--- src/inc/adcc_pkg.sv ---
// constants, field layouts and carriers of the converter channel control
// assumes a 32-bit AHB-Lite register bus and one pipelined analog core
package adcc_pkg;
  localparam int NCH = 4;
  localparam int CHW = 2;
  localparam int DW = 12;
  localparam int RW = 16;
  localparam int CMPW = 12;

  // register byte offsets; channel pages sit at 0x20 + 8*ch
  localparam logic [7:0] OFS_CTRL = 8'h00;
  localparam logic [7:0] OFS_CMP = 8'h04;
  localparam logic [7:0] OFS_START = 8'h08;
  localparam logic [7:0] OFS_FLAG = 8'h0C;
  localparam logic [2:0] OFS_CH_PAGE = 3'h1;
  localparam int CH_IDX_LSB = 3;
  localparam int CH_RES_BIT = 2;

  // control fields
  localparam int CTRL_EN = 0;
  localparam int CTRL_SIGNED = 1;
  localparam int CTRL_RES8 = 2;
  localparam int CTRL_PRESC_LSB = 4;
  localparam int PRESC_W = 3;
  localparam logic [31:0] CTRL_MASK = 32'h0000_0077;
  localparam logic [31:0] CTRL_RST = 32'h0000_0000;
  localparam logic [CMPW-1:0] CMP_RST = 12'h000;
  localparam logic [RW-1:0] RES_RST = 16'h0000;
  localparam logic [31:0] RD_ZERO = 32'h0000_0000;

  // converter clock is hclk divided by PDIV_MIN << prescale
  localparam int PDIV_W = 10;
  localparam logic [PDIV_W-1:0] PDIV_MIN = 10'h004;

  // latency in converter clocks: base + resolution/2 + gain stage
  localparam logic [3:0] LAT_BASE = 4'h1;
  localparam logic [3:0] LAT_GAIN = 4'h1;
  localparam logic [3:0] RES_BITS12 = 4'hC;
  localparam logic [3:0] RES_BITS8 = 4'h8;
  localparam int LAT_MAX = 8;

  typedef enum logic [1:0] {
    MODE_DIFF, MODE_DIFFGAIN, MODE_SINGLE, MODE_INTERNAL
  } adcc_mode_e;

  typedef enum logic [1:0] {
    CMP_ANY, CMP_ABOVE, CMP_BELOW, CMP_NONE
  } adcc_cmp_e;

  // core positive select: 0..15 pins, then temp, bandgap, dac, vcc/10
  localparam logic [4:0] POS_INT_BASE = 5'h10;
  // core negative select: 0..7 pins, then pad gnd, int gnd, vref/2 - dv
  localparam logic [3:0] NEG_GAIN_BASE = 4'h4;
  localparam logic [3:0] NEG_PADGND = 4'h8;
  localparam logic [3:0] NEG_INTGND = 4'h9;
  localparam logic [3:0] NEG_HALFREF = 4'hA;
  // negative field codes in a channel config
  localparam logic [3:0] CFG_NEG_PINS = 4'h4;
  localparam logic [3:0] CFG_NEG_PADGND = 4'h4;

  // gain code 0..7 selects 1/2x, 1x, 2x, 4x, 8x, 16x, 32x, 64x
  typedef struct packed {
    logic [2:0] evsel;
    logic ev_en;
    logic ie;
    adcc_cmp_e cmpm;
    logic [2:0] gain;
    logic [3:0] negs;
    logic [3:0] poss;
    adcc_mode_e mode;
  } adcc_chcfg_s;
  localparam int CFG_W = 20;
  localparam logic [CFG_W-1:0] CFG_RST = 20'h00000;

  typedef struct packed {
    logic [4:0] pos_sel;
    logic [3:0] neg_sel;
    logic gain_en;
    logic [2:0] gain;
    logic signed_m;
    logic res8;
  } adcc_core_s;
  localparam int CORE_W = 15;
endpackage

--- src/hw/adcc_slot_track.sv ---
// in-flight conversion tracker: one slot per conversion in the pipeline
// assumes issue only ever happens together with tick
`timescale 1ns/10ps
`default_nettype none
module adcc_slot_track
  import adcc_pkg::*;
#(
  parameter int NSLOT = LAT_MAX
) (
  // clock and reset
  input wire logic hclk,
  input wire logic hresetn,
  // control
  input wire logic clear,
  input wire logic tick,
  // new conversion
  input wire logic issue,
  input wire logic [CHW-1:0] issue_ch,
  input wire logic [3:0] issue_lat,
  // completion
  output logic done,
  output logic [CHW-1:0] done_ch
);
  logic [NSLOT-1:0] vld_r, vld_nxt;
  logic [CHW-1:0] ch_r [NSLOT];
  logic [CHW-1:0] ch_nxt [NSLOT];
  logic [3:0] cnt_r [NSLOT];
  logic [3:0] cnt_nxt [NSLOT];
  logic placed;

  if (NSLOT < LAT_MAX) begin : g_chk
    $error("adcc_slot_track: NSLOT below the longest latency");
  end

  always_comb begin
    vld_nxt = vld_r;
    ch_nxt = ch_r;
    cnt_nxt = cnt_r;
    done = 1'b0;
    done_ch = '0;
    placed = 1'b0;
    if (tick) begin
      for (int i = 0; i < NSLOT; i++) begin
        if (vld_r[i]) begin
          if (cnt_r[i] == 4'h1) begin
            done = 1'b1;
            done_ch = ch_r[i];
            vld_nxt[i] = 1'b0;
          end else begin
            cnt_nxt[i] = cnt_r[i] - 4'h1;
          end
        end
      end
    end
    if (issue) begin
      for (int i = 0; i < NSLOT; i++) begin
        if (!vld_nxt[i] && !placed) begin
          placed = 1'b1;
          vld_nxt[i] = 1'b1;
          ch_nxt[i] = issue_ch;
          cnt_nxt[i] = issue_lat;
        end
      end
    end
    if (clear) begin
      vld_nxt = '0;
    end
  end

  always_ff @(posedge hclk or negedge hresetn) begin
    if (!hresetn) begin
      vld_r <= '0;
      for (int i = 0; i < NSLOT; i++) begin
        ch_r[i] <= '0;
        cnt_r[i] <= 4'h0;
      end
    end else begin
      vld_r <= vld_nxt;
      ch_r <= ch_nxt;
      cnt_r <= cnt_nxt;
    end
  end
endmodule
`default_nettype wire

--- src/hw/adcc_top.sv ---
// four-channel control for a pipelined 12-bit converter core
// assumes an AHB-Lite master, an event system on ev_trig and an analog core
// that samples on core_sample and returns core_data at completion ticks
//
// Overview of operation
// - four channels, own input, start, result
// - per-channel result, event, interrupt and dma
// - one shared pipeline, one issue per tick
// - result written only by own channel
// - plain differential negative is pin 0..3
// - gained differential negative is pin 4..7
// - gain code picks 1/2x up to 64x
// - single-ended any pin, either mode
// - signed single-ended uses internal ground
// - unsigned uses half reference minus offset
// - internal temp, bandgap, dac, vcc/10
// - differential negative may be pad/internal ground
// - signed internal measurement uses internal ground
// - global signed or unsigned result form
// - 12-bit default, 8-bit faster option
// - per-channel event or software start
// - optional flag on threshold compare
// - signed results sign-extended to 16 bits
// - one compare threshold for all channels
// - simultaneous starts served lowest channel first
//
// Implementation choices: the AHB-Lite interface to the registers and the register addresses.
`timescale 1ns/10ps
`default_nettype none
module adcc_top
  import adcc_pkg::*;
#(
  parameter int NEV = 8,
  parameter int NSLOT = LAT_MAX
) (
  // clock and reset
  input wire logic hclk,
  input wire logic hresetn,
  // ahb-lite slave
  input wire logic hsel,
  input wire logic [31:0] haddr,
  input wire logic [1:0] htrans,
  input wire logic hwrite,
  input wire logic [2:0] hsize,
  input wire logic [31:0] hwdata,
  input wire logic hready,
  output logic hreadyout,
  output logic hresp,
  output logic [31:0] hrdata,
  // event system
  input wire logic [NEV-1:0] ev_trig,
  // analog core
  output adcc_core_s core_req,
  output logic core_sample,
  input wire logic [DW-1:0] core_data,
  // per-channel requests
  output logic [NCH-1:0] ch_event,
  output logic [NCH-1:0] ch_irq,
  output logic [NCH-1:0] dma_req
);
  if (NEV < 1 || NEV > 8) begin : g_chk
    $error("adcc_top: NEV must be 1 to 8");
  end

  function automatic logic is_ch(input logic [7:0] a);
    return a[7:5] == OFS_CH_PAGE && a[1:0] == 2'b00;
  endfunction

  function automatic logic [RW-1:0] fmt_res(input logic [DW-1:0] d,
                                            input logic sgn,
                                            input logic r8);
    if (r8) begin
      return sgn ? {{8{d[7]}}, d[7:0]} : {8'h00, d[7:0]};
    end
    return sgn ? {{4{d[11]}}, d} : {4'h0, d};
  endfunction

  function automatic logic cmp_hit(input logic [RW-1:0] r,
                                   input logic [CMPW-1:0] th,
                                   input logic sgn,
                                   input adcc_cmp_e m);
    logic [RW-1:0] t;
    logic gt;
    logic lt;
    t = sgn ? {{4{th[11]}}, th} : {4'h0, th};
    gt = sgn ? ($signed(r) > $signed(t)) : (r > t);
    lt = sgn ? ($signed(r) < $signed(t)) : (r < t);
    case (m)
      CMP_ANY: return 1'b1;
      CMP_ABOVE: return gt;
      CMP_BELOW: return lt;
      default: return 1'b0;
    endcase
  endfunction

  // input routing towards the core
  function automatic adcc_core_s route(input adcc_chcfg_s c,
                                       input logic sgn,
                                       input logic r8);
    adcc_core_s q;
    q.pos_sel = {1'b0, c.poss};
    q.neg_sel = NEG_INTGND;
    q.gain_en = 1'b0;
    q.gain = c.gain;
    q.signed_m = sgn;
    q.res8 = r8;
    case (c.mode)
      MODE_DIFF, MODE_DIFFGAIN: begin
        if (c.negs >= CFG_NEG_PINS) begin
          q.neg_sel = (c.negs == CFG_NEG_PADGND) ? NEG_PADGND : NEG_INTGND;
        end else if (c.mode == MODE_DIFF) begin
          q.neg_sel = {2'b00, c.negs[1:0]};
        end else begin
          q.neg_sel = NEG_GAIN_BASE | {2'b00, c.negs[1:0]};
        end
        q.gain_en = (c.mode == MODE_DIFFGAIN);
      end
      default: begin
        if (c.mode == MODE_INTERNAL) begin
          q.pos_sel = POS_INT_BASE | {3'b000, c.poss[1:0]};
        end
        q.neg_sel = sgn ? NEG_INTGND : NEG_HALFREF;
      end
    endcase
    return q;
  endfunction

  // bus state
  logic [7:0] addr_r, addr_nxt;
  logic wr_ph_r, wr_ph_nxt;
  logic [31:0] hrdata_r, hrdata_nxt;
  logic acc;
  logic rd_acc;

  // registers
  logic [31:0] ctrl_r, ctrl_nxt;
  logic [CMPW-1:0] cmp_r, cmp_nxt;
  adcc_chcfg_s cfg_r [NCH];
  adcc_chcfg_s cfg_nxt [NCH];
  logic [RW-1:0] res_r [NCH];
  logic [RW-1:0] res_nxt [NCH];
  logic [NCH-1:0] flag_r, flag_nxt;
  logic [NCH-1:0] dma_r, dma_nxt;
  logic [NCH-1:0] ev_r, ev_nxt;
  logic [NCH-1:0] start_wr;
  logic [NCH-1:0] flag_clr;
  logic [NCH-1:0] rd_clr;

  // scheduler state
  logic [PDIV_W-1:0] div_r, div_nxt;
  logic [NCH-1:0] pend_r, pend_nxt;
  logic last_gain_r, last_gain_nxt;
  adcc_core_s core_r, core_nxt;
  logic samp_r, samp_nxt;
  logic [NCH-1:0] ev_hit;
  logic [NCH-1:0] issue_mask;
  logic [CHW-1:0] pick;
  logic found;
  logic tick;
  logic issue;
  logic [3:0] lat;
  logic en;
  logic sgn;
  logic r8;
  logic done;
  logic [CHW-1:0] done_ch;
  logic [RW-1:0] done_res;
  logic [7:0] ev_pad;

  assign en = ctrl_r[CTRL_EN];
  assign sgn = ctrl_r[CTRL_SIGNED];
  assign r8 = ctrl_r[CTRL_RES8];
  assign acc = hsel & hready & htrans[1];
  assign rd_acc = acc & ~hwrite;
  assign ev_pad = 8'(ev_trig);

  // zero-wait slave, read data registered in the address phase
  always_comb begin
    addr_nxt = acc ? haddr[7:0] : addr_r;
    wr_ph_nxt = acc & hwrite;
    hrdata_nxt = hrdata_r;
    rd_clr = '0;
    if (rd_acc) begin
      hrdata_nxt = RD_ZERO;
      case (haddr[7:0])
        OFS_CTRL: hrdata_nxt = ctrl_r;
        OFS_CMP: hrdata_nxt = {20'h00000, cmp_r};
        OFS_START: hrdata_nxt = {28'h0000000, pend_r};
        OFS_FLAG: hrdata_nxt = {28'h0000000, flag_r};
        default: begin
          if (is_ch(haddr[7:0]) && haddr[31:8] == 24'h000000) begin
            if (haddr[CH_RES_BIT]) begin
              hrdata_nxt = {16'h0000, res_r[haddr[4:3]]};
              rd_clr[haddr[4:3]] = 1'b1;
            end else begin
              hrdata_nxt = {12'h000, cfg_r[haddr[4:3]]};
            end
          end
        end
      endcase
    end
  end

  // software writes in the data phase
  always_comb begin
    ctrl_nxt = ctrl_r;
    cmp_nxt = cmp_r;
    cfg_nxt = cfg_r;
    start_wr = '0;
    flag_clr = '0;
    if (wr_ph_r) begin
      case (addr_r)
        OFS_CTRL: ctrl_nxt = hwdata & CTRL_MASK;
        OFS_CMP: cmp_nxt = hwdata[CMPW-1:0];
        OFS_START: start_wr = hwdata[NCH-1:0];
        OFS_FLAG: flag_clr = hwdata[NCH-1:0];
        default: begin
          if (is_ch(addr_r) && !addr_r[CH_RES_BIT]) begin
            cfg_nxt[addr_r[4:3]] = adcc_chcfg_s'(hwdata[CFG_W-1:0]);
          end
        end
      endcase
    end
  end

  // scheduler: converter clock, triggers and issue
  always_comb begin
    div_nxt = div_r + 10'h001;
    tick = 1'b0;
    if (div_r >= (PDIV_MIN << ctrl_r[CTRL_PRESC_LSB +: PRESC_W]) -
                 10'h001) begin
      div_nxt = '0;
      tick = 1'b1;
    end
    for (int c = 0; c < NCH; c++) begin
      ev_hit[c] = cfg_r[c].ev_en & ev_pad[cfg_r[c].evsel];
    end
    found = 1'b0;
    pick = '0;
    for (int c = NCH - 1; c >= 0; c--) begin
      if (pend_r[c]) begin
        found = 1'b1;
        pick = CHW'(c);
      end
    end
    // one issue per tick; a plain conversion right after a gained one
    // would complete on the same tick, so it waits one tick
    issue = tick & en & found &
            ~(last_gain_r & (cfg_r[pick].mode != MODE_DIFFGAIN));
    issue_mask = issue ? (NCH'(1) << pick) : '0;
    lat = LAT_BASE + ((r8 ? RES_BITS8 : RES_BITS12) >> 1) +
          ((cfg_r[pick].mode == MODE_DIFFGAIN) ? LAT_GAIN : 4'h0);
    pend_nxt = en ? ((pend_r & ~issue_mask) | start_wr | ev_hit) : '0;
    last_gain_nxt = tick ? (issue & (cfg_r[pick].mode == MODE_DIFFGAIN))
                         : last_gain_r;
    core_nxt = issue ? route(cfg_r[pick], sgn, r8) : core_r;
    samp_nxt = issue;
  end

  adcc_slot_track #(
    .NSLOT(NSLOT)
  ) u_track (
    .hclk(hclk),
    .hresetn(hresetn),
    .clear(~en),
    .tick(tick),
    .issue(issue),
    .issue_ch(pick),
    .issue_lat(lat),
    .done(done),
    .done_ch(done_ch)
  );

  // completion: result, flag, event and dma per channel
  always_comb begin
    res_nxt = res_r;
    done_res = fmt_res(core_data, sgn, r8);
    ev_nxt = '0;
    flag_nxt = flag_r & ~flag_clr;
    dma_nxt = dma_r & ~rd_clr;
    if (done) begin
      res_nxt[done_ch] = done_res;
      dma_nxt[done_ch] = 1'b1;
      if (cmp_hit(done_res, cmp_r, sgn, cfg_r[done_ch].cmpm)) begin
        flag_nxt[done_ch] = 1'b1;
        ev_nxt[done_ch] = 1'b1;
      end
    end
  end

  always_ff @(posedge hclk or negedge hresetn) begin
    if (!hresetn) begin
      addr_r <= 8'h00;
      wr_ph_r <= 1'b0;
      hrdata_r <= RD_ZERO;
      ctrl_r <= CTRL_RST;
      cmp_r <= CMP_RST;
      flag_r <= '0;
      dma_r <= '0;
      ev_r <= '0;
      div_r <= '0;
      pend_r <= '0;
      last_gain_r <= 1'b0;
      core_r <= '0;
      samp_r <= 1'b0;
      for (int c = 0; c < NCH; c++) begin
        cfg_r[c] <= adcc_chcfg_s'(CFG_RST);
        res_r[c] <= RES_RST;
      end
    end else begin
      addr_r <= addr_nxt;
      wr_ph_r <= wr_ph_nxt;
      hrdata_r <= hrdata_nxt;
      ctrl_r <= ctrl_nxt;
      cmp_r <= cmp_nxt;
      flag_r <= flag_nxt;
      dma_r <= dma_nxt;
      ev_r <= ev_nxt;
      div_r <= div_nxt;
      pend_r <= pend_nxt;
      last_gain_r <= last_gain_nxt;
      core_r <= core_nxt;
      samp_r <= samp_nxt;
      cfg_r <= cfg_nxt;
      res_r <= res_nxt;
    end
  end

  always_comb begin
    for (int c = 0; c < NCH; c++) begin
      ch_irq[c] = flag_r[c] & cfg_r[c].ie;
    end
  end

  assign hreadyout = 1'b1;
  assign hresp = 1'b0;
  assign hrdata = hrdata_r;
  assign core_req = core_r;
  assign core_sample = samp_r;
  assign ch_event = ev_r;
  assign dma_req = dma_r;
endmodule
`default_nettype wire

--- config.mk ---
export PLATFORM = sky130hd
export DESIGN_NAME = adcc_top
export DESIGN_NICKNAME = d
export VERILOG_FILES = /design/src/inc/adcc_pkg.sv /design/src/hw/adcc_slot_track.sv /design/src/hw/adcc_top.sv
export SDC_FILE = /design/constraint.sdc
export NUM_CORES = 1
export LEC_CHECK = 0
export ABC_CLOCK_PERIOD_IN_PS = 6550
export BUFFER_PORTS_ARGS = -buffer_cell sky130_fd_sc_hd__buf_2
export CAP_MARGIN = 15
export CORE_ASPECT_RATIO = 1.75
export CORE_UTILIZATION = 27
export DETAILED_ROUTE_END_ITERATION = 6
export PLACE_DENSITY_LB_ADDON = 0.2
export SLEW_MARGIN = 20
export SYNTH_ARGS = -nofsm -noshare
export SYNTH_HDL_FRONTEND = slang
export SYNTH_HIERARCHICAL = 1
export SYNTH_SLANG_ARGS = --single-unit
--- constraint.sdc ---
create_clock -name hclk -period 6.55 [get_ports hclk]
set_clock_uncertainty 0.15 [all_clocks]
set_input_delay 0.9825 -clock hclk [delete_from_list [all_inputs] [get_ports hclk]]
set_output_delay 0.9825 -clock hclk [all_outputs]
set_load 0.1 [all_outputs]
======== After elaboration in Yosys (flattened, before gate mapping) ========
Index checks and enable logic that the tools add are counted.
cells by class
  add/subtract/negate cells ............... 12
  multipliers ............................. 0
  div/mod/pow operators ................... 0
  magnitude comparators ................... 20
  eq/ne operators ......................... 22
  shift-type cells ........................ 2
  mux-type cells .......................... 182
  bitwise gates (word level) .............. 35
  reduce and logical (&&, ||, !) cells .... 51
operators with widths
  operator               count
  $mux W4                41
  $mux W16               8
  $bmux W20 S2           3
  $mux W20               5
  $bwmux W80             1
  $pmux W20 S4           1
  $mux W1                74
  $bwmux W64             1
  $mux W32               2
  $mux W2                24
  $demux W20 S2          1
  $bmux W16 S2           1
  $demux W16 S2          1
  $eq A4 B1 Y1 const B   8
  $eq A8 B4 Y1 const B   4
  $gt A16 B16 Y1         2
  $lt A16 B16 Y1         2
  $sub A4 B1 Y4 const B  8
  $mux W15               2
  $mux W13               2
  $logic_not A24 Y1      1
  $mux W8                3
  $reduce_and A2 Y1      10
  $and A1 B1 Y1          17
  other kinds (37)       102
storage, ports and cells
  flip-flop bits (word level) ............. 302
  bits in latches ......................... 0
  RAM bits ................................ 0
  ROM bits ................................ 0
  bits of input ports ..................... 94
  logic and storage cells ................. 395
  memories ................................ 0

======== Logic depth before layout (Yosys ltp) ========
Gate-level depths: netlist (run 1).
  word-level depth ........................ 42
  mapped depth ............................ 19
  mapped depth without buffers ............ 12

======== Hierarchy ========
The synthesis (run 1) kept the hierarchy.
modules (own cells, without submodules)
  module           times used  cells an instance  area an instance (um^2)  sequential area each (um^2)
  adcc_top         1           917                11164.5                  5555.3
  adcc_slot_track  1           349                3508.4                   1401.3

======== Worst setup path after synthesis (run 1) ========
No wires, ideal clock.
  kind .................................... register -> register
  start ................................... reg ctrl_r[5]
  end ..................................... reg flag_r[2]
  library setup time ...................... 0.096 ns
  arrival time ............................ 3.938 ns
  required time ........................... 6.304 ns
  path slack .............................. 2.366 ns
  cell stages (with the launch flop) ...... 19
  path buffers ............................ 6
  clock period less this slack ............ 4.184 ns
  cell sequence ........................... dfrtp_1 > clkbuf_1 > a21oi_1 > ha_1 > and3_1 > a221oi_1 > o21ai_0 > clkbuf_1 > buf_4 > buf_2 > buf_2 > nand2_1 > nor3_1 > nor3_1 > a22oi_1 > clkbuf_1 > mux4_2 > o31a_1 > o31ai_1
between the ends
  longest elaborated chain between the ends .. 14
ends and longest elaborated chain
  item                                          RTL line               RTL
  start, declared                               adcc_top.sv:136        logic [31:0] ctrl_r, ctrl_nxt;
  start signal, assigned                        adcc_top.sv:314        ctrl_r <= ctrl_nxt;
  $shl A3 B3 Y10 *                              adcc_top.sv:230        if (div_r >= (PDIV_MIN << ctrl_r[CTRL_PRESC_LSB +: PRESC_W]) -
  $sub A10 B1 Y10 *                             adcc_top.sv:230
  $ge A10 B10 Y1 *                              adcc_top.sv:230
  $mux W1 *                                     adcc_top.sv:230
  via tick                                      adcc_top.sv:159        logic tick;
  $mux W2 *                                     adcc_slot_track.sv:42  if (tick) begin
  via done_ch[0]                                adcc_top.sv:166        logic [CHW-1:0] done_ch;
  $not A2 Y3 (implied by the code)              adcc_top.sv:284        if (cmp_hit(done_res, cmp_r, sgn, cfg_r[done_ch].cmpm)) begin
  $bmux W20 S2                                  adcc_top.sv:284
  $mux W15 (implied by the code) (2 in series)  adcc_top.sv:284
  $eq A2 B2 Y1, or another cell as far along    adcc_top.sv:88         case (m)
  $pmux W1 S3                                   adcc_top.sv:88
  $mux W1                                       adcc_top.sv:281        if (done) begin
  $mux W4 *                                     adcc_top.sv:284
  $mux W4 *                                     adcc_top.sv:281
  via flag_nxt[2]                               adcc_top.sv:142        logic [NCH-1:0] flag_r, flag_nxt;
  end signal, assigned                          adcc_top.sv:316        flag_r <= flag_nxt;
  end, declared                                 adcc_top.sv:142
Mark *: on every way through the listed nets, which the timed path passes. The rest lies on a longest branch. The select of a mux whose other input is x is not followed.
A chain may end at the register's enable or synchronous reset.

==> summary.md, run 1 <==
| Metric | Value |
|---|---|
| Number of fill cells in the layout | 5566 |
| Reg2Reg Setup Slack | 1.96 ns |
| Die area | 55300 um2 |
| Drt wl/cell | 20.9 um |
| Clk_lat worst skew | 0.57 ns |
| Top FF cell, synth | dfrtp_1 |
| Post-route insts no fill | 2087 |
| Largest net degree at the start of global routing | 142 |
| CP endpoint kind | flip-flop |
| Critical path's slowest cell | o21ai_4 |
| Largest area contributor in the netlist | dfrtp_1 |
| Largest cells by area after synthesis | dfrtp_1 (47%), mux2_2 (12%), mux4_2 (7.1%) |
| GR Overflow Total | 0 |
| Most frequent cells in the layout | dfrtp_1 (278), mux2_2 (161), nand2_1 (131) |
| H-Tree Level Count | 1 |
| Pwr per Cell Area | 297 nW/um2 |
| Clock buffer depth | 3 |
| Final instance area | 16900 um2 |
| IO Pins | 156 |
| Leakage | 7.73 nW |
| Die X | 178 um |
| Number of flops mapped to enable cells by yosys | 0 |
| Post-CTS Setup Bufs | 0 |
| Nets@finish | 1515 |
| Core Region | 53500 um2 |
| CP Class | reg -> reg |
| Post-place setup slack | 1.86 ns |
| Setup TNS | 0 ns |
| Max-cap viol count | 0 |
| Worst path cell trace | a21oi_1 > ha_1 > and3_1 > a221oi_1 > o21ai_4 > o311ai_2 > or2_4 > clkinv_2 > nand2_1 > a2111oi_2 > buf_4 > and4_1 > mux2_2 |
| Total GRT Usage | 16.1% |
| Syn Inst Count | 1266 |
| DIE HEIGHT | 310 um |
| Placed instance area | 16000 um2 |
| DR vias | 10400 |
| DR pass1 iterations | 5 |
| Critical Path Fanout Max | 26 |
| Commonest non-fill, non-tap cell in the layout | dfrtp_1 |
| CTS Sinks | 278 |
| Synth top area share | 47.4% |
| Status | finished clean |
| Critical path origin | ctrl_r[5] |
| Worst path arrival time | 4.87 ns |
| Final ANT Viol Nets | 0 |
| Vias in the first global route | 11000 |
| Avg Vias per Cell | 5.00 |
| RD Place Congestion | 0.802 |
| Share of cells above drive strength 1 | 31.0% |
| Slew Viols, Final | 0 |
| First-pass GRT wire length | 67400 um |
| Wirelength, routed | 43600 um |
| Placed instance count | 2036 |
| Row count | 112 |
| Syn. warnings | 6 |
| CTS tree | built |
| Syn avg cell area | 11.6 um2 |
| Min Clock Period, post-route | 4.59 ns |
| Setup crit start kind | flip-flop |
| Syn Std Cell Area | 14700 um2 |
| Yosys cell types | 84 |
| # setup viols final | 0 |
| Reg2reg end | u_track/cnt_r[8] |
| Final Power | 5.03 mW |
| DRC | 0 |
| Fin crit share | 70.0% |
| Hold WC Path Type | in -> async |
| Register Area | 6960 um2 |
| #FFs+latches synth | 278 |
| Relative slew slack | 34.3% |
| Worst stage delay on the critical path | 0.70 ns |
| Ys async rst share | 100% |
| Num CTS Buffers | 28 |
| Worst EP required | 6.83 ns |
| Diodes inserted | 0 |
| Post-CTS Hold Fix Bufs | 0 |
| Initial core utilization | 27.4% |
| Fin. Hold Viols | 0 |
| Post_cts resized | 0 |
| Clk slew on worst S/H paths | 0.06 ns |
| Reg-to-Reg Start | ctrl_r[5] |
| CP Capture Point | u_track/cnt_r[8] |
| Post-synthesis sequential area ratio | 47.4% |
| VDD IR max | 196 uV |
| FMAX | 218 MHz |
| IO Port Bufs | 125 |
| RSZ-0062 raised after global routing | false |
| DP Wirelength | 31900 um |
| Syn-to-layout area delta | 15.5% |
| Initial DRC Count | 412 |
| CTS Root Cell | clkbuf_16 |
| Initial antenna violation count | 2 |
| Reg2Reg Depth | 13 |
| Slew @ Worst Pin | 0.977 ns |
| Final Worst Setup Slack | 1.96 ns |
| Area of the multi-input gates | 7150 um2 |
-- cell usage after synthesis, types with 8 or more instances --
library cell and n:
mux2i_1 32, xnor2_1 10, nand3_1 25, a21oi_1 41, a22oi_1 13, o21ai_0 76, mux2_2 161, buf_2 13
nand2_1 131, mux4_2 46, nand4_1 10, mux2_4 9, ha_1 39, o31ai_1 8, nand2b_1 8, dfrtp_1 278
nor3_1 20, buf_1 8, buf_4 17, nor2_1 52, clkbuf_1 32, inv_1 65, nor4_1 17, a22o_1 11
o22ai_1 9, nor2b_1 8
-- worst max-delay path: cells and delay by family, from the launching register on --
family                     cells  cell delay (ns)
AOI/OAI and AO/OA              5             1.53
adders and majority gates      1             0.30
buffers and inverters          2             0.53
DFF                            1             0.49
muxes                          1             0.38
and+or+nand+nor                4             1.07
-- stage by stage --
step | hold WS (ns) | utilization, %
after floorplan | 0.291 | -
after global placement | 0.303 | 29.9
after detailed placement | 0.313 | 29.9
after CTS | 0.262 | 31.7
after global routing | 0.279 | 31.7
final | 0.251 | 31.7
-- registers in the layout, summed over array words and instances, names as in the netlist, 4 cells and up --
register       cells
addr_r             8
cfg_r             80
ch_event           4
cmp_r             12
core_req          15
ctrl_r             6
div_r             10
dma_req            4
flag_r             4
hrdata            20
pend_r             4
res_r             52
u_track/ch_r      16
u_track/cnt_r     32
u_track/vld_r      8
-- area by class of cell --
| class | count | area share [%] |
|---|---|---|
| multi-input cells | 862 | 42.2 |
| well taps | 684 | 5.05 |
| inverters | 66 | 1.47 |
| clock buffers | 43 | 5.07 |
| clock inverters | 8 | 0.384 |
| flip-flops and latches | 278 | 41.1 |
| repair buffers | 146 | 4.76 |
-- routing by layer --
metal,wire [um],share of wire (%),GRT usage [%],vias to the layer above
li1,-,-,-,4815
met1,16900,39,18.0,5360
met3,1230,2.8,1.59,64
met5,14,0.032,0,-
met2,23800,55,30.8,185
met4,1620,3.7,6.33,2
-- power breakdown --
group	total [mW]	switching, mW	internal, mW
combinational	1.32	0.899	0.418
sequential	2.07	0.191	1.88
clock	1.65	0.710	0.937
-- cell families (layout without fill, tap and decap cells) --
group | Yosys count | after routing | share of synthesized area (%)
AOI/OAI and AO/OA | 211 | 211 | 9.69
xor gates and xnor gates | 15 | 15 | 0.895
adders and majority gates | 39 | 39 | 3.33
buffers and inverters | 139 | 263 | 4.32
DFF | 278 | 278 | 47.4
muxes | 248 | 248 | 22.5
other | 2 | 15 | 0.0512
and+or+nand+nor | 334 | 334 | 11.8
-- worst min-delay path by stage --
stage | start | to | slack, ns | cells after the start
floorplan | res_r[49] | res_r[49] | 0.29 | 2
global placement | res_r[54] | res_r[54] | 0.30 | 2
detailed placement | res_r[54] | res_r[54] | 0.31 | 2
CTS | hresetn | hrdata[4] | 0.26 | 1
global route | hresetn | cfg_r[78] | 0.28 | 1
finish | hresetn | hrdata[18] | 0.25 | 1
Power figures use the tool's default switching activity.
==> run 2: changes to the inputs <==
ABC_AREA = 1   (was default)
ABC_CLOCK_PERIOD_IN_PS = 3900   (was 6550)
clock period = 3.9 ns   (was 6.55 ns; I/O delays follow)
==> run 2 against run 1 <==
Against the previous run: first-iteration DRC count grew 88%; non-clock buffer count grew 14; global-route usage grew 1.7 points; maximum frequency grew 31%; critical endpoint is now ch_event[3]; count of clock-buffer cells in the layout shrank 2; sequential power grew 72%; register-to-register slack lost 1.6 ns; power grew 81%; flip-flop and latch count is the same; synthesized cell count grew 50%; highest routed layer unchanged; cell area grew 1.2%; the flow now finishes with violations (DRC).
==> summary.md, run 2 <==
| Metric | Value |
|---|---|
| Synth top area share | 47.0% |
| Fin crit share | 89.7% |
| IO Port Bufs | 125 |
| First-pass GRT wire length | 75900 um |
| Final instance area | 17200 um2 |
| Row count | 113 |
| Setup TNS | 0 ns |
| Largest cells by area after synthesis | dfrtp_1 (47%), nand2_1 (13%), o21ai_0 (9.3%) |
| Critical Path Fanout Max | 8 |
| VDD IR max | 345 uV |
| DR pass1 iterations | 7 |
| Syn Inst Count | 1893 |
| Failing checks | DRC |
| CP endpoint kind | flip-flop |
| Met1 WL | 18500 um |
| Worst path arrival time | 3.84 ns |
| Status | finished with violations |
| Ys async rst share | 100% |
| Fin. Hold Viols | 0 |
| DP Wirelength | 35900 um |
| Post-synthesis sequential area ratio | 47.0% |
| Slew @ Worst Pin | 0.921 ns |
| Core Region | 54300 um2 |
| Share of cells above drive strength 1 | 13.1% |
| GR Overflow Total | 0 |
| Leakage | 8.77 nW |
| Placed instance count | 2664 |
| # setup viols final | 0 |
| Die area | 55800 um2 |
| Syn-to-layout area delta | 15.8% |
| Number of flops mapped to enable cells by yosys | 0 |
| Top FF cell, synth | dfrtp_1 |
| Largest registers | cfg_r: 80 flops, res_r: 52 flops, u_track/cnt_r: 32 flops |
| IO Pins | 156 |
| Wirelength, routed | 48700 um |
| Hold_ws | 0.0936 ns |
| Clk slew on worst S/H paths | 0.06 ns |
| Initial core utilization | 27.3% |
| RSZ-0062 raised after global routing | false |
| Slew Viols, Final | 0 |
| Largest net degree at the start of global routing | 84 |
| Num CTS Buffers | 28 |
| Placed instance area | 16200 um2 |
| Max layer used | met5 |
| Relative slew slack | 38.0% |
| CP Class | reg -> reg |
| CTS tree | built |
| Largest area contributor in the netlist | dfrtp_1 |
| Most frequent cells in the layout | nand2_1 (523), dfrtp_1 (278), o21ai_0 (276) |
| FMAX | 286 MHz |
| Yosys cell types | 56 |
| Initial DRC Count | 775 |
| Pwr per Cell Area | 532 nW/um2 |
| CTS Sinks | 278 |
| Initial antenna violation count | 2 |
| CTS Root Cell | clkbuf_16 |
| Vias in the first global route | 12900 |
| DIE HEIGHT | 312 um |
| Clk_lat worst skew | 0.56 ns |
| Syn Std Cell Area | 14800 um2 |
| Post-route insts no fill | 2715 |
| Die X | 179 um |
| Syn. warnings | 6 |
| Setup crit start kind | flip-flop |
| Final Util | 31.6% |
| DR vias | 13100 |
| DRC | 22 |
| Most common cell in the netlist | nand2_1 |
| Avg Vias per Cell | 4.82 |
| Min Clock Period, post-route | 3.50 ns |
| Nets@finish | 2138 |
| Drt wl/cell | 18.0 um |
| Max reg flops | 80 |
| RD Place Congestion | 0.894 |
| Clock buffer depth | 3 |
| Hold WC Path Type | in -> reg |
| Top post-synthesis cells by count | nand2_1 (523), dfrtp_1 (278), o21ai_0 (276), inv_1 (204), a21oi_1 (96) |
| Reg with most FFs | cfg_r |
| Met3 routed WL | 1650 um |
| Worst EP required | 4.24 ns |
| Total GRT Usage | 17.8% |
| DR WL met2 | 26500 um |
| Max-cap viol count | 0 |
| H-Tree Level Count | 1 |
| Syn avg cell area | 7.82 um2 |
| Final ANT Viol Nets | 0 |
| #FFs+latches synth | 278 |
| Commonest non-fill, non-tap cell in the layout | nand2_1 |
==> run 2: cell types whose count changed in the layout (fill, tap and decap cells not counted), sizes merged, moves of 12 or more <==
cell    before  now
a21oi       42   99
buf        146  159
inv         65  216
mux2       170    2
mux2i       32    1
mux4        46    0
nand2      131  532
nand3       26   91
nor2        52   95
o211ai       3   15
o21ai       77  310
==> run 2: where the power goes <==
| part | switching (mW) | internal, mW |
|---|---|---|
| logic | 2.05 | 0.661 |
| registers | 0.315 | 3.25 |
| clock network | 1.19 | 1.66 |
| total | 3.56 | 5.57 |
==> run 2: layout make-up <==
cell class,count,area (um2)
Fill cell,5878,37100
Sequential cell,278,6960
Multi-Input combinational cell,1317,6630
Timing Repair Buffer,160,926
Tap cell,690,863
Clock buffer,41,831
Inverter,220,831
Clock inverter,8,118
Antenna cell,1,2.50
==> run 2: critical path: stages, from the launching register on <==
cell     delay, ns
dfrtp_1       0.48
nand3_1       0.12
ha_1          0.28
nand2_1       0.06
nor2_1        0.17
nand3_1       0.09
nand3_1       0.23
buf_4         0.22
o21ai_0       0.08
a21oi_1       0.48
nor2_1        0.17
nand2_1       0.09
o21ai_0       0.07
o21ai_0       0.36
nand3_1       0.26
inv_1         0.11
==> run 2: worst paths after layout <==
kind	startpoint	end	slack (ns)	cells past startpoint
setup / recovery	ctrl_r[5]	ch_event[3]	0.40	15
setup reg to reg	ctrl_r[5]	ch_event[3]	0.40	15
hold reg to reg	div_r[0]	div_r[0]	0.32	1
min in group asynchronous	hresetn	cfg_r[12]	0.46	2
hold / removal	hwrite	wr_ph_r	0.09	3
max in group asynchronous	hresetn	div_r[7]	2.23	3
==> run 2: cells by family (layout without fill, tap and decap cells) <==
kind of cell,after synthesis,in the layout,share of synthesized area [%]
AND/OR/NAND/NOR,776,776,22.5
AO/OA/AOI/OAI,478,478,18.0
buffers and inverters,311,429,8.60
flip-flops,278,278,47.0
adder cells (fa/ha/maj),39,39,3.30
XOR/XNOR,6,6,0.355
multiplexers,3,3,0.220
other,2,16,0.0507
==> run 2: timing repair <==
item                                   CTS  global route
setup buffers                            0             0
hold buffers                             1             0
endpoints found under the hold margin   78             0
resized for setup                        0             0
==> run 2: metrics by stage <==
step / power (mW) / setup slack [ns]
after floorplan: 5.50 / 0.577
after global placement: 6.33 / 0.475
after detailed placement: 6.37 / 0.466
after CTS: 9.27 / 0.458
after global routing: 9.64 / 0.185
final: 9.13 / 0.403
==> run 2: metal layers <==
metal  up-vias  global-route usage [%]
li1       6436                       -
met1      6266                    19.7
met2       294                    33.5
met3        75                    1.76
met4         2                    7.99
met5         -                       0
